**src/core/dtok_params.svh**
```systemverilog
// Purpose: constants of the deferred token tracking unit
// Assumes: included by the dtok_addr_table and dtok_unit design files, not by the package
// Notes:   offsets are byte addresses on the register bus
`ifndef DTOK_PARAMS_SVH
`define DTOK_PARAMS_SVH

`define DTOK_NUM_GR        128
`define DTOK_COLL_HI       8
`define DTOK_COLL_LO       3
`define DTOK_TBL_IDX_W     3
`define DTOK_TBL_ENTRIES   8
`define DTOK_FP_TOKEN      82'h3FFFF000000000000000

`define DTOK_OFF_CTRL      8'h00
`define DTOK_OFF_COLL_LO   8'h04
`define DTOK_OFF_COLL_HI   8'h08
`define DTOK_OFF_STATUS    8'h0C
`define DTOK_OFF_TOKSEL    8'h10
`define DTOK_OFF_TOKVAL    8'h14

`define DTOK_CTRL_RESET    4'hF
`define DTOK_RESP_OKAY     2'h0
`define DTOK_RESP_SLVERR   2'h2

`endif

```
**src/core/dtok_pkg.sv**
```systemverilog
// Purpose: types shared by the deferred token tracking unit
// Assumes: operation codes are driven by instruction decode
// Notes:   bus states are one-hot
package dtok_pkg;

  typedef enum logic [3:0] {
    DTOK_OP_NONE      = 4'h0,
    DTOK_OP_SPEC_ALU  = 4'h1,
    DTOK_OP_ALU       = 4'h2,
    DTOK_OP_LOAD      = 4'h3,
    DTOK_OP_CTRL_LOAD = 4'h4,
    DTOK_OP_ADV_LOAD  = 4'h5,
    DTOK_OP_SADV_LOAD = 4'h6,
    DTOK_OP_SPEC_CHK  = 4'h7,
    DTOK_OP_ADV_CHK   = 4'h8,
    DTOK_OP_TOK_TEST  = 4'h9,
    DTOK_OP_FP_CLASS  = 4'hA,
    DTOK_OP_GR_SPILL  = 4'hB,
    DTOK_OP_GR_FILL   = 4'hC,
    DTOK_OP_FP_SPILL  = 4'hD,
    DTOK_OP_FP_FILL   = 4'hE,
    DTOK_OP_STORE     = 4'hF
  } dtok_op_t;

  typedef enum logic [1:0] {
    DTOK_BUS_IDLE = 2'b01,
    DTOK_BUS_RESP = 2'b10
  } dtok_bus_t;

endpackage

```
**src/core/dtok_addr_table.sv**
```systemverilog
// Purpose: advanced load address table, direct mapped by register
// Assumes: one allocation, one store and one check per cycle
// Notes:   overlap is judged on the 8-byte granule of each start address, entSize unused,
//          which may drop extra entries and keeps a stale one when an access crosses a granule
`timescale 1ns/1ps
`include "dtok_params.svh"
module dtok_addr_table
  import dtok_pkg::*;
(
  // clock and reset
  input  wire logic        clk,
  input  wire logic        sys_rst,
  // allocation by an advanced load
  input  wire logic        allocEn,
  input  wire logic [6:0]  allocReg,
  input  wire logic [63:0] allocAddr,
  input  wire logic        allocFp,
  input  wire logic [3:0]  allocSize,
  // removal of the entry of one register
  input  wire logic        killEn,
  input  wire logic [6:0]  killReg,
  // store snoop
  input  wire logic        storeEn,
  input  wire logic [63:0] storeAddr,
  // check lookup
  input  wire logic [6:0]  chkReg,
  input  wire logic        chkFp,
  input  wire logic        chkClr,
  input  wire logic        chkEn,
  output logic             chkHit
);

  logic [`DTOK_TBL_ENTRIES-1:0] entValid;
  logic [`DTOK_TBL_ENTRIES-1:0] entHit;
  logic [6:0]                   entReg  [`DTOK_TBL_ENTRIES];
  logic [63:0]                  entAddr [`DTOK_TBL_ENTRIES];
  logic                         entFp   [`DTOK_TBL_ENTRIES];
  logic [3:0]                   entSize [`DTOK_TBL_ENTRIES];

  genvar gi;
  generate
    for (gi = 0; gi < `DTOK_TBL_ENTRIES; gi++) begin : g_ent
      logic selAlloc;
      logic selKill;
      logic selChk;
      logic storeHit;
      // each register maps to one slot, so a newer load to the same
      // register and an unrelated register sharing its low three bits both simply overwrite it
      assign selAlloc = allocEn &&
        (allocReg[`DTOK_TBL_IDX_W-1:0] == gi[`DTOK_TBL_IDX_W-1:0]);
      assign selKill = killEn &&
        (killReg[`DTOK_TBL_IDX_W-1:0] == gi[`DTOK_TBL_IDX_W-1:0]);
      assign selChk = (chkReg[`DTOK_TBL_IDX_W-1:0] ==
                       gi[`DTOK_TBL_IDX_W-1:0]);
      assign storeHit = storeEn && entValid[gi] &&
        (storeAddr[63:3] == entAddr[gi][63:3]);
      assign entHit[gi] = selChk && entValid[gi] &&
        (entReg[gi] == chkReg) && (entFp[gi] == chkFp);

      // allocation wins over removal in the same cycle
      always_ff @(posedge clk or posedge sys_rst) begin
        if (sys_rst) begin
          entValid[gi] <= 1'b0;
          entReg[gi]   <= 7'h00;
          entAddr[gi]  <= 64'h0000000000000000;
          entFp[gi]    <= 1'b0;
          entSize[gi]  <= 4'h0;
        end else if (selAlloc) begin
          entValid[gi] <= 1'b1;
          entReg[gi]   <= allocReg;
          entAddr[gi]  <= allocAddr;
          entFp[gi]    <= allocFp;
          entSize[gi]  <= allocSize;
        end else if (selKill || storeHit ||
                     (chkEn && chkClr && entHit[gi])) begin
          entValid[gi] <= 1'b0;
        end
      end
    end
  endgenerate

  assign chkHit = |entHit;

endmodule

```
**src/core/dtok_unit.sv**
```systemverilog
// Purpose: deferred exception token tracking for control speculation
// Assumes: decode presents one operation per cycle on opValid
// Notes:   results appear one cycle after the operation is taken;
//          registers reached over an AXI4-Lite slave
`timescale 1ns/1ps
`include "dtok_params.svh"
module dtok_unit
  import dtok_pkg::*;
(
  // clock and reset
  input  wire logic        clk,
  input  wire logic        sys_rst,
  // operation from decode and execute
  input  wire logic        opValid,
  input  wire dtok_op_t    opCode,
  input  wire logic [6:0]  srcA,
  input  wire logic        srcAUse,
  input  wire logic [6:0]  srcB,
  input  wire logic        srcBUse,
  input  wire logic [81:0] fpSrcData,
  input  wire logic        fpSrcUse,
  input  wire logic [6:0]  dst,
  input  wire logic        dstIsFp,
  input  wire logic [63:0] memAddr,
  input  wire logic [3:0]  memSize,
  input  wire logic [63:0] grSrcData,
  input  wire logic [63:0] memRdData,
  input  wire logic        loadFault,
  input  wire logic [1:0]  faultClass,
  input  wire logic [63:0] chkTarget,
  input  wire logic        chkClr,
  // results to the pipeline
  output logic             opDone,
  output logic             consumeFault,
  output logic             loadFaultOut,
  output logic             recoverBranch,
  output logic [63:0]      recoverPc,
  output logic             testResult,
  output logic             grWrEn,
  output logic [6:0]       grWrReg,
  output logic             grWrToken,
  output logic [63:0]      grWrData,
  output logic             fpWrToken,
  output logic [81:0]      fpTokenValue,
  output logic             memWrEn,
  output logic [63:0]      memWrAddr,
  output logic [63:0]      memWrData,
  // AXI4-Lite slave
  input  wire logic [7:0]  s_axi_awaddr,
  input  wire logic        s_axi_awvalid,
  output logic             s_axi_awready,
  input  wire logic [31:0] s_axi_wdata,
  input  wire logic [3:0]  s_axi_wstrb,
  input  wire logic        s_axi_wvalid,
  output logic             s_axi_wready,
  output logic [1:0]       s_axi_bresp,
  output logic             s_axi_bvalid,
  input  wire logic        s_axi_bready,
  input  wire logic [7:0]  s_axi_araddr,
  input  wire logic        s_axi_arvalid,
  output logic             s_axi_arready,
  output logic [31:0]      s_axi_rdata,
  output logic [1:0]       s_axi_rresp,
  output logic             s_axi_rvalid,
  input  wire logic        s_axi_rready
);

  logic [`DTOK_NUM_GR-1:0] grToken;
  logic [63:0]             collector;
  logic [63:0]             next_collector;
  logic [3:0]              deferMask;
  logic [6:0]              tokSel;
  logic [7:0]              faultCount;
  logic [6:0]              lastFaultReg;
  logic                    tokA;
  logic                    tokB;
  logic                    tokFp;
  logic                    anyTok;
  logic                    addrTok;
  logic                    deferOk;
  logic                    isSpec;
  logic                    isNonSpec;
  logic                    faultNow;
  logic [5:0]              collIdx;
  logic                    spillSet;
  logic                    tblHit;
  logic                    ctlDefer;
  logic                    wrDo;
  logic                    bwrSpill;

  // source token lookup, fp token by its reserved value
  assign tokA  = srcAUse && grToken[srcA];
  assign tokB  = srcBUse && grToken[srcB];
  assign tokFp = fpSrcUse && (fpSrcData == `DTOK_FP_TOKEN);
  assign anyTok  = tokA | tokB | tokFp;
  assign addrTok = tokA;
  assign deferOk = deferMask[faultClass];
  assign collIdx = memAddr[`DTOK_COLL_HI:`DTOK_COLL_LO];
  assign ctlDefer = loadFault && deferOk;

  // which operations tolerate tokens on their sources
  assign isSpec = (opCode == DTOK_OP_SPEC_ALU) ||
                  (opCode == DTOK_OP_CTRL_LOAD) ||
                  (opCode == DTOK_OP_SADV_LOAD);
  assign isNonSpec = (opCode == DTOK_OP_ALU) ||
                     (opCode == DTOK_OP_LOAD) ||
                     (opCode == DTOK_OP_ADV_LOAD) ||
                     (opCode == DTOK_OP_STORE);

  // checks and tests never fault on tokens; gr and fp spills and
  // fills only fault when the address register itself is a token
  always_comb begin
    faultNow = 1'b0;
    if (opValid) begin
      if (isNonSpec) begin
        faultNow = anyTok;
      end else if ((opCode == DTOK_OP_GR_SPILL) ||
                   (opCode == DTOK_OP_GR_FILL) ||
                   (opCode == DTOK_OP_FP_SPILL) ||
                   (opCode == DTOK_OP_FP_FILL)) begin
        faultNow = addrTok;
      end
    end
  end

  assign spillSet = opValid && !faultNow && (opCode == DTOK_OP_GR_SPILL);

  // address table: a deferred spec advanced load must leave no entry
  dtok_addr_table u_table (
    .clk       (clk),
    .sys_rst   (sys_rst),
    .allocEn   (opValid && !faultNow &&
                ((opCode == DTOK_OP_ADV_LOAD) ||
                 ((opCode == DTOK_OP_SADV_LOAD) && !anyTok &&
                  !ctlDefer))),
    .allocReg  (dst),
    .allocAddr (memAddr),
    .allocFp   (dstIsFp),
    .allocSize (memSize),
    .killEn    (opValid && (opCode == DTOK_OP_SADV_LOAD) &&
                (anyTok || ctlDefer)),
    .killReg   (dst),
    .storeEn   (opValid && !faultNow &&
                ((opCode == DTOK_OP_STORE) ||
                 (opCode == DTOK_OP_GR_SPILL) ||
                 (opCode == DTOK_OP_FP_SPILL))),
    .storeAddr (memAddr),
    .chkReg    (srcA),
    .chkFp     (dstIsFp),
    .chkClr    (chkClr),
    .chkEn     (opValid && (opCode == DTOK_OP_ADV_CHK)),
    .chkHit    (tblHit)
  );

  // per-register token state; only the destination of the current
  // operation changes, so one load never touches another's token
  always_ff @(posedge clk or posedge sys_rst) begin
    if (sys_rst) begin
      grToken <= '0;
    end else if (opValid && !faultNow && !dstIsFp) begin
      case (opCode)
        DTOK_OP_SPEC_ALU:  grToken[dst] <= anyTok;
        DTOK_OP_CTRL_LOAD,
        DTOK_OP_SADV_LOAD: grToken[dst] <= anyTok || ctlDefer;
        DTOK_OP_ALU,
        DTOK_OP_LOAD,
        DTOK_OP_ADV_LOAD:  grToken[dst] <= 1'b0;
        DTOK_OP_GR_FILL:   grToken[dst] <= collector[collIdx];
        default:           grToken[dst] <= grToken[dst];
      endcase
    end
  end

  // pipeline results, all registered
  always_ff @(posedge clk or posedge sys_rst) begin
    if (sys_rst) begin
      opDone        <= 1'b0;
      consumeFault  <= 1'b0;
      loadFaultOut  <= 1'b0;
      recoverBranch <= 1'b0;
      recoverPc     <= 64'h0000000000000000;
      testResult    <= 1'b0;
      grWrEn        <= 1'b0;
      grWrReg       <= 7'h00;
      grWrToken     <= 1'b0;
      grWrData      <= 64'h0000000000000000;
      fpWrToken     <= 1'b0;
      memWrEn       <= 1'b0;
      memWrAddr     <= 64'h0000000000000000;
      memWrData     <= 64'h0000000000000000;
    end else begin
      opDone        <= opValid;
      consumeFault  <= faultNow;
      loadFaultOut  <= opValid && loadFault && !deferOk &&
                       ((opCode == DTOK_OP_CTRL_LOAD) ||
                        (opCode == DTOK_OP_SADV_LOAD));
      recoverBranch <= 1'b0;
      testResult    <= 1'b0;
      grWrEn        <= 1'b0;
      fpWrToken     <= 1'b0;
      memWrEn       <= 1'b0;
      grWrReg       <= dst;
      recoverPc     <= chkTarget;
      if (opValid && !faultNow) begin
        case (opCode)
          DTOK_OP_SPEC_CHK: recoverBranch <= anyTok;
          DTOK_OP_ADV_CHK:  recoverBranch <= !tblHit;
          DTOK_OP_TOK_TEST,
          DTOK_OP_FP_CLASS: testResult <= anyTok;
          DTOK_OP_GR_SPILL: begin
            memWrEn   <= 1'b1;
            memWrAddr <= memAddr;
            memWrData <= grSrcData;
          end
          DTOK_OP_GR_FILL: begin
            grWrEn    <= 1'b1;
            grWrToken <= collector[collIdx];
            grWrData  <= memRdData;
          end
          DTOK_OP_SPEC_ALU,
          DTOK_OP_CTRL_LOAD,
          DTOK_OP_SADV_LOAD: begin
            // fp destinations get the reserved value, not a bit
            fpWrToken <= dstIsFp && (anyTok ||
                         (ctlDefer && opCode != DTOK_OP_SPEC_ALU));
            grWrEn    <= !dstIsFp;
            grWrToken <= anyTok || (ctlDefer &&
                         opCode != DTOK_OP_SPEC_ALU);
            grWrData  <= memRdData;
          end
          default: ;
        endcase
      end
    end
  end

  // fixed token pattern offered to the fp register file
  always_ff @(posedge clk or posedge sys_rst) begin
    if (sys_rst) begin
      fpTokenValue <= 82'h000000000000000000000;
    end else begin
      fpTokenValue <= `DTOK_FP_TOKEN;
    end
  end

  // fault statistics so software can see consumption events
  always_ff @(posedge clk or posedge sys_rst) begin
    if (sys_rst) begin
      faultCount   <= 8'h00;
      lastFaultReg <= 7'h00;
    end else if (faultNow) begin
      faultCount   <= faultCount + 8'h01;
      lastFaultReg <= tokA ? srcA : srcB;
    end
  end

  // AXI4-Lite write side: address and data latched in either order
  dtok_bus_t  wrState;
  logic       awHeld;
  logic       wHeld;
  logic [7:0] awAddr;
  logic [31:0] wData;
  logic [3:0] wStrb;

  assign wrDo = (wrState == DTOK_BUS_IDLE) && awHeld && wHeld;
  assign bwrSpill = spillSet;

  function automatic logic [31:0] mergeStrb(input logic [31:0] old,
                                            input logic [31:0] nw,
                                            input logic [3:0] strb);
    logic [31:0] res;
    res = old;
    for (int b = 0; b < 4; b++) begin
      if (strb[b]) res[b*8 +: 8] = nw[b*8 +: 8];
    end
    return res;
  endfunction

  always_ff @(posedge clk or posedge sys_rst) begin
    if (sys_rst) begin
      wrState       <= DTOK_BUS_IDLE;
      awHeld        <= 1'b0;
      wHeld         <= 1'b0;
      awAddr        <= 8'h00;
      wData         <= 32'h00000000;
      wStrb         <= 4'h0;
      s_axi_awready <= 1'b1;
      s_axi_wready  <= 1'b1;
      s_axi_bvalid  <= 1'b0;
      s_axi_bresp   <= `DTOK_RESP_OKAY;
    end else begin
      if (s_axi_awvalid && s_axi_awready) begin
        awHeld        <= 1'b1;
        awAddr        <= s_axi_awaddr;
        s_axi_awready <= 1'b0;
      end
      if (s_axi_wvalid && s_axi_wready) begin
        wHeld        <= 1'b1;
        wData        <= s_axi_wdata;
        wStrb        <= s_axi_wstrb;
        s_axi_wready <= 1'b0;
      end
      case (wrState)
        DTOK_BUS_IDLE: begin
          if (wrDo) begin
            wrState      <= DTOK_BUS_RESP;
            s_axi_bvalid <= 1'b1;
            s_axi_bresp  <= ((awAddr == `DTOK_OFF_CTRL) ||
                             (awAddr == `DTOK_OFF_COLL_LO) ||
                             (awAddr == `DTOK_OFF_COLL_HI) ||
                             (awAddr == `DTOK_OFF_TOKSEL)) ?
                            `DTOK_RESP_OKAY : `DTOK_RESP_SLVERR;
          end
        end
        DTOK_BUS_RESP: begin
          if (s_axi_bready) begin
            wrState       <= DTOK_BUS_IDLE;
            s_axi_bvalid  <= 1'b0;
            awHeld        <= 1'b0;
            wHeld         <= 1'b0;
            s_axi_awready <= 1'b1;
            s_axi_wready  <= 1'b1;
          end
        end
        default: wrState <= DTOK_BUS_IDLE;
      endcase
    end
  end

  // control registers written by software
  always_ff @(posedge clk or posedge sys_rst) begin
    if (sys_rst) begin
      deferMask <= `DTOK_CTRL_RESET;
      tokSel    <= 7'h00;
    end else if (wrDo) begin
      if (awAddr == `DTOK_OFF_CTRL && wStrb[0]) begin
        deferMask <= wData[3:0];
      end
      if (awAddr == `DTOK_OFF_TOKSEL && wStrb[0]) begin
        tokSel <= wData[6:0];
      end
    end
  end

  // collector: software restores it, a spill in the same cycle wins
  // for its own bit so no spilled token is lost
  always_comb begin
    next_collector = collector;
    if (wrDo && awAddr == `DTOK_OFF_COLL_LO) begin
      next_collector[31:0] = mergeStrb(collector[31:0], wData, wStrb);
    end
    if (wrDo && awAddr == `DTOK_OFF_COLL_HI) begin
      next_collector[63:32] = mergeStrb(collector[63:32], wData, wStrb);
    end
    if (bwrSpill) begin
      next_collector[collIdx] = grToken[srcB];
    end
  end

  // registered collector
  always_ff @(posedge clk or posedge sys_rst) begin
    if (sys_rst) begin
      collector <= 64'h0000000000000000;
    end else begin
      collector <= next_collector;
    end
  end

  // AXI4-Lite read side
  dtok_bus_t rdState;

  always_ff @(posedge clk or posedge sys_rst) begin
    if (sys_rst) begin
      rdState       <= DTOK_BUS_IDLE;
      s_axi_arready <= 1'b1;
      s_axi_rvalid  <= 1'b0;
      s_axi_rdata   <= 32'h00000000;
      s_axi_rresp   <= `DTOK_RESP_OKAY;
    end else begin
      case (rdState)
        DTOK_BUS_IDLE: begin
          if (s_axi_arvalid) begin
            rdState       <= DTOK_BUS_RESP;
            s_axi_arready <= 1'b0;
            s_axi_rvalid  <= 1'b1;
            s_axi_rresp   <= `DTOK_RESP_OKAY;
            case (s_axi_araddr)
              `DTOK_OFF_CTRL:    s_axi_rdata <= {28'h0000000, deferMask};
              `DTOK_OFF_COLL_LO: s_axi_rdata <= collector[31:0];
              `DTOK_OFF_COLL_HI: s_axi_rdata <= collector[63:32];
              `DTOK_OFF_STATUS:  s_axi_rdata <= {17'h00000, lastFaultReg,
                                                 faultCount};
              `DTOK_OFF_TOKSEL:  s_axi_rdata <= {25'h0000000, tokSel};
              `DTOK_OFF_TOKVAL:  s_axi_rdata <= {31'h00000000,
                                                 grToken[tokSel]};
              default: begin
                s_axi_rdata <= 32'h00000000;
                s_axi_rresp <= `DTOK_RESP_SLVERR;
              end
            endcase
          end
        end
        DTOK_BUS_RESP: begin
          if (s_axi_rready) begin
            rdState       <= DTOK_BUS_IDLE;
            s_axi_rvalid  <= 1'b0;
            s_axi_arready <= 1'b1;
          end
        end
        default: rdState <= DTOK_BUS_IDLE;
      endcase
    end
  end

endmodule

```
**config.mk**
```make
export PLATFORM = sky130hd
export DESIGN_NAME = dtok_unit
export DESIGN_NICKNAME = d
export VERILOG_FILES = /design/src/core/dtok_pkg.sv /design/src/core/dtok_addr_table.sv /design/src/core/dtok_unit.sv
export VERILOG_INCLUDE_DIRS = /design/src /design/src/core
export SDC_FILE = /design/constraint.sdc
export NUM_CORES = 2
export LEC_CHECK = 0
export BUFFER_PORTS_ARGS = -buffer_cell sky130_fd_sc_hd__buf_2
export CORE_ASPECT_RATIO = 0.75
export CORE_MARGIN = 2
export CORE_UTILIZATION = 30
export DETAILED_ROUTE_END_ITERATION = 10
export SLEW_MARGIN = 20
export SYNTH_ARGS = -nofsm -noshare
export SYNTH_HDL_FRONTEND = slang
export SYNTH_SLANG_ARGS = --single-unit
```
**constraint.sdc**
```tcl
create_clock -name clk -period 49.3 [get_ports clk]
set_clock_uncertainty 0.15 [all_clocks]
set_input_delay 4.93 -clock clk [delete_from_list [all_inputs] [get_ports clk]]
set_output_delay 4.93 -clock clk [all_outputs]
set_load 0.01 [all_outputs]
```
### Yosys cells after proc, flatten, opt, wreduce, memory -nomap -nowiden

Index checks and enable logic that the tools add are counted.

| storage, ports and cells | value |
|---|---|
| input port bits | 435 |
| register bits | 1166 |
| output and inout bits | 395 |

| operators by class | value |
|---|---|
| muxes and demuxes | 94 |
| reduce and logical (&&, ||, !) cells | 164 |
| $lt $le $gt $ge | 8 |
| add/subtract/negate cells | 1 |
| eq/ne operators | 71 |
| bitwise gates (word level) | 4 |

Operators by type and width:

| kind | count |
|---|---|
| 128-bit bitwise mux | 4 |
| 128-bit one-hot mux with 4 select lines | 1 |
| 61-bit equality test | 8 |
| 32-bit one-hot mux with 6 select lines | 1 |
| 128-bit AND | 1 |
| 128-bit inverter | 1 |
| 1-bit logical AND | 94 |
| 82-bit by 78-bit equality test with 1-bit output, second input constant | 1 |
| 64-bit bitwise mux | 1 |
| 32-bit two-way mux | 2 |
| 64-bit two-way mux | 1 |
| 8-bit two-way mux | 8 |
| 7-bit equality test | 8 |
| 1-bit two-way mux | 53 |
| 4-bit equality test, second input constant | 8 |
| 7-bit by 8-bit < comparator with 1-bit output, second input constant | 4 |
| 1-bit logical OR | 31 |
| 1-bit binary-select mux with 7-bit select | 4 |
| 3-bit equality test, second input constant | 8 |
| 8-bit by 4-bit equality test with 1-bit output, second input constant | 3 |
| 8-bit by 5-bit equality test with 1-bit output, second input constant | 3 |
| 2-bit nonzero test | 11 |
| 2-bit AND reduction | 9 |
| 4-bit by 3-bit equality test with 1-bit output, second input constant | 4 |
| 33 further kinds | 73 |

### Logic depth before layout (Yosys ltp)

| logic depth | value |
|---|---|
| depth after elaboration | 16 |
| gate-level depth with buffers | 17 |

### Modules after synthesis

A second synthesis with hierarchy kept.

| unflattened totals | value |
|---|---|
| cell total of the unflattened synthesis | 4612 |
| area, all modules | 57147.3 um^2 |

Modules (own cells, without submodules):

| module | instances | cells each | sequential area each (um^2) | area an instance (um^2) |
|---|---|---|---|---|
| dtok_unit | 1 | 2486 | 14525.2 | 30117.6 |
| dtok_addr_table | 1 | 2126 | 14013.4 | 27029.7 |

### Least setup slack after synthesis

Ideal clock, no wire load.

| path | value |
|---|---|
| path type | input to register |
| from | in srcA[0] |
| to | reg u_table.entAddr[100] (netlist name) |
| library setup time | 0.125 ns |
| arrival time | 7.951 ns |
| slack | 41.074 ns |
| stages on the path | 14 |
| path buffers | 6 |
| path through | buf_2 buf_2 mux4_2 nand2_1 a21oi_1 o21ai_0 a32o_1 buf_4 o21ai_1 buf_4 nor4_1 buf_2 buf_4 mux2_2 |

| between the ends | value |
|---|---|
| cells in the longest elaborated chain, start to end | 11 |
| elaborated cells between the ends (all ways) | 16 |
| classes of those cells | 5 x mux; 2 x bitwise; 9 x reduce/logical |

RTL lines:

| element | RTL line | text |
|---|---|---|
| start: declaration | dtok_unit.sv:16 | `input wire logic [6:0] srcA,` |
| 1-bit binary-select mux with 7-bit select * | dtok_unit.sv:92 | `assign tokA = srcAUse && grToken[srcA];` |
| 1-bit two-way mux (not written as such) * | dtok_unit.sv:92 |  |
| 1-bit logical AND * | dtok_unit.sv:92 |  |
| 1-bit OR (2 in series) | dtok_unit.sv:95 | `assign anyTok = tokA \| tokB \| tokFp;` |
| 1-bit two-way mux or 1-bit logical NOT (tied branches) | dtok_unit.sv:115, dtok_unit.sv:134 |  |
| 1-bit two-way mux or 1-bit logical AND (tied branches) | dtok_unit.sv:114, dtok_unit.sv:134 |  |
| 1-bit logical NOT or 1-bit logical AND (tied branches) | dtok_unit.sv:132, dtok_unit.sv:134 |  |
| 1-bit logical AND or 1-bit logical OR (tied branches) | dtok_unit.sv:132, dtok_unit.sv:133 |  |
| 1-bit logical AND * | dtok_unit.sv:132 | `.allocEn (opValid && !faultNow &&` |
| 1-bit logical AND * | dtok_addr_table.sv:49 | `assign selAlloc = allocEn &&` |
| end signal: indexed assignment | dtok_addr_table.sv:71 | `entAddr[gi] <= allocAddr;` |
| end: declaration | dtok_addr_table.sv:36 | `` logic [63:0] entAddr [`DTOK_TBL_ENTRIES]; `` |

Mark *: on every way between the ends. The rest lies on a longest branch, timed or not. The select of a mux whose other input is x is not followed.
A chain may end at the register's enable or synchronous reset.

### Worst setup path in the final report

| path | value |
|---|---|
| from | in srcA[0] |
| to | reg memWrData[55] |

| between the ends | value |
|---|---|
| cells in the longest elaborated chain, start to end | 10 |
| elaborated cells between the ends (all ways) | 11 |
| classes of those cells | 5 x mux; 2 x bitwise; 4 x reduce/logical |

RTL lines:

| element | RTL line | text |
|---|---|---|
| 1-bit binary-select mux with 7-bit select * | dtok_unit.sv:92 |  |
| 1-bit two-way mux (not written as such) * | dtok_unit.sv:92 |  |
| 1-bit logical AND * | dtok_unit.sv:92 |  |
| 1-bit OR (2 in series) | dtok_unit.sv:95 |  |
| 1-bit two-way mux * | dtok_unit.sv:115 | `if (isNonSpec) begin` |
| 1-bit two-way mux * | dtok_unit.sv:114 | `if (opValid) begin` |
| 1-bit logical NOT * | dtok_unit.sv:204 | `if (opValid && !faultNow) begin` |
| 1-bit logical AND * | dtok_unit.sv:204 |  |
| 2-bit AND reduction (no source line) * | -- |  |
| end signal: assignment | dtok_unit.sv:213 | `memWrData <= grSrcData;` |
| end: declaration | dtok_unit.sv:47 | `output logic [63:0] memWrData,` |

Marks and branches as above.

==> impl_metrics.py <==
metrics = {
    "run_status": {
        "status": "finished, final reports clean",
    },
    "route": {
        "final_antenna_net_count": 0,
        "wl_per_cell_um": 24.5,
        "drc": 0,
        "vias_per_cell": 5.55,
        "vias": 48600,
        "drt_iter0_markers": 5617,
        "first_pass_iters": 9,
        "routed_wl_um": 214000,
    },
    "worst_setup_path": {
        "crit_family": "buffers and inverters",
        "crit_path_start_kind": "input port",
        "rr_worst_depth": 12,
        "crit_path_max_incr_delay_ns": 0.79,
        "cpMaxStageDelayCell": "buf_4",
        "regToRegSetupSlack_ns": 43.45,
        "r2r-end": "memWrData[55]",
        "crit_path_frequent_cell": "buf_4",
        "cp_max_fo": 70,
        "crit_buf_inv": 5,
        "crit_type": "in2reg",
        "crit_chain": "buf_2, nor2b_1, buf_4, a22oi_1, o2111ai_1, or4_1, a32oi_1, buf_4, a31o_2, nand2_2, nand2_4, buf_4, buf_4, mux2_2",
        "endpoint_kind": "register",
        "critPathRequiredTime_ns": 49.78,
        "arrival_ns": 11.21,
    },
    "synthesis": {
        "synthCells": 5465,
        "yosys-top-cells-count": "1,131 x dfrtp_1, 737 x mux2_2, 427 x nand2_1, 341 x o21ai_0, 322 x clkbuf_1",
        "synth-seq-area-share_pct": 47.0,
        "ys_warn_count": 0,
        "yosys.cell_types.count": 81,
        "yosys.area.top_type_share_pct": 46.6,
        "synth_flop_cell": "dfrtp_1",
        "syn_area_per_cell_um2": 11.1,
        "netlist_area_um2": 60700,
        "async_reset_ff_share_pct": 100,
        "synth.most_common_cell": "dfrtp_1",
        "synth_seq_cells": 1140,
        "ys_top_cells_by_area": "dfrtp_1 47%, mux2_2 14%, mux4_2 4.5%, xor2_1 3.5%, o21ai_0 2.8%",
        "yosysTopAreaCell": "dfrtp_1",
        "synth_edf_count": 0,
    },
    "power": {
        "powerDensity_nw_per_um2": 38.9,
        "leakagePower_nw": 31.4,
        "peakVddDrop_mv": 0.0376,
    },
    "global_route": {
        "antenna_found_initial": 18,
        "grt_pass1_wl_um": 317000,
        "grt_max_degree": 203,
        "grt_use_total_pct": 20.2,
        "grt_pass1_vias": 47700,
        "gr-total-overflow": 0,
    },
    "placed_design": {
        "place.gp.congestion": 0.926,
        "hpwl_um": 142000,
        "io_buffers": 759,
    },
    "floorplanning": {
        "die_area_um2": 206000,
        "core_um2": 200000,
        "core.rowCount": 142,
        "start_util_pct": 30.3,
        "die_h_um": 394,
        "ios": 830,
        "die_x_um": 524,
    },
    "sta": {
        "whs_ns": 0.312,
        "period_minus_slack_ns": 10.73,
        "fmax_ghz": 0.0932,
        "drv_slew": 0,
        "rsz0062_at_grt": "false",
        "hold_viol": 0,
        "slew_headroom_pct": 20.2,
        "worst_pin_slew_ns": 1.20,
        "setup_viol": 0,
        "fin_tns_setup_ns": 0,
        "period_share_pct": 21.8,
    },
    "final_layout": {
        "final_util_pct": 35.3,
        "layout.nets": 6421,
        "areaGrowthSynthToFinish_pct": 16.3,
        "seq_area_um2": 28500,
        "drive_gt1_share_pct": 32.7,
        "fillers": 19900,
        "multi_input_area_um2": 29500,
    },
    "min_path": {
        "hp-class": "reg2reg",
        "whs_path_depth": 1,
        "hold_start": "u_table.entReg[36]",
        "hold_end": "u_table.entReg[36]",
    },
    "clock_tree": {
        "cts_tree": "done",
        "numCtsBuffers": 118,
        "cts_resized": 0,
        "cts_setup_buffers": 0,
        "clockRootBuffer": "clkbuf_16",
        "clock-sinks": 1140,
        "clock_latency_ns": 0.77,
        "clk_pin_slew_ns": 0.06,
        "cts_max_path_buffers": 3,
        "cts-hold-fix-buffers": 0,
        "htreeDepth": 3,
    },
    "run": {
        "cap_viol_max_count": 0,
    },
}
[per-stage QoR]
step,power [mW],cells,worst slack (ns),cell area [µm²]
3_3_place_gp,1.80,8528,38.00,66600
4_1_cts,2.77,8738,38.79,70600
5_1_grt,2.88,8744,38.43,70600
2_1_floorplan,1.59,5530,12.13,61000
6_report,2.75,8749,38.57,70700
3_5_place_dp,1.82,8529,37.93,66600
[placed cells by master (no fill, tap or decap), types with 12 or more instances in the layout]
| cell | instances |
|---|---|
| a2111oi_0 | 94 |
| a21boi_0 | 40 |
| a21oi_1 | 49 |
| a221o_1 | 132 |
| a221oi_1 | 25 |
| a22o_1 | 20 |
| a22oi_1 | 54 |
| a31oi_1 | 31 |
| buf_2 | 759 |
| buf_4 | 118 |
| clkbuf_1 | 26 |
| clkbuf_16 | 118 |
| clkbuf_8 | 22 |
| clkinv_2 | 13 |
| conb_1 | 67 |
| dfrtp_1 | 1130 |
| inv_1 | 129 |
| mux2_2 | 737 |
| mux2i_1 | 165 |
| mux4_2 | 122 |
| nand2_1 | 425 |
| nand2b_1 | 18 |
| nand3_1 | 171 |
| nand4_1 | 83 |
| nor2_1 | 250 |
| nor2b_1 | 38 |
| nor3_1 | 33 |
| nor4_1 | 105 |
| o21ai_0 | 339 |
| o22ai_1 | 107 |
| or2_2 | 12 |
| xnor2_1 | 152 |
| xor2_1 | 245 |
[metal layers]
metal	wire length, µm	vias up	part of all wire [%]	track usage [%]
met2	91200	2682	43	29.1
met3	22600	445	11	5.21
met1	92800	24600	43	28.9
met4	7550	6	3.5	7.08
li1	-	20800	-	-
met5	39	-	0.018	0
[worst max-delay path by stage]
stage	slack [ns]	end	start	cells after the start
floorplan	12.13	asynchronous set/reset pin	sys_rst	1
global placement	38.00	memWrData[57]	srcA[0]	14
detailed placement	37.93	memWrData[0]	srcA[0]	14
CTS	38.79	memWrData[0]	srcA[0]	14
global route	38.43	memWrData[1]	srcA[0]	14
finish	38.57	memWrData[55]	srcA[0]	14
[final cells by class]
| class | count | share of cell area (%) |
|---|---|---|
| diodes | 11 | 0.0390 |
| clock buffers | 166 | 4.75 |
| clock inverters | 43 | 0.887 |
| inverters | 134 | 0.723 |
| multi-input cells | 3710 | 41.8 |
| flip-flops and latches | 1140 | 40.4 |
| well taps | 2664 | 4.72 |
| repair buffers | 881 | 6.72 |
[cells by family after synthesis]
kind of cell,Yosys count,share of synthesized area [%]
AND/OR/NAND/NOR,1226,9.67
flip-flops,1140,47.0
multiplexers,1032,21.1
AO/OA/AOI/OAI,987,11.4
adder cells (fa/ha/maj),1,0.0206
other,2,0.0124
XOR/XNOR,397,5.73
buffers and inverters,680,5.13
[where the power goes]
group          switching [mW]  internal, mW  total (mW)
Clock                   0.413         0.518       0.932
Sequential              0.144          1.10        1.24
Combinational           0.312         0.264       0.577
Total                   0.870          1.88        2.75
(Power assumes the default switching activity.)
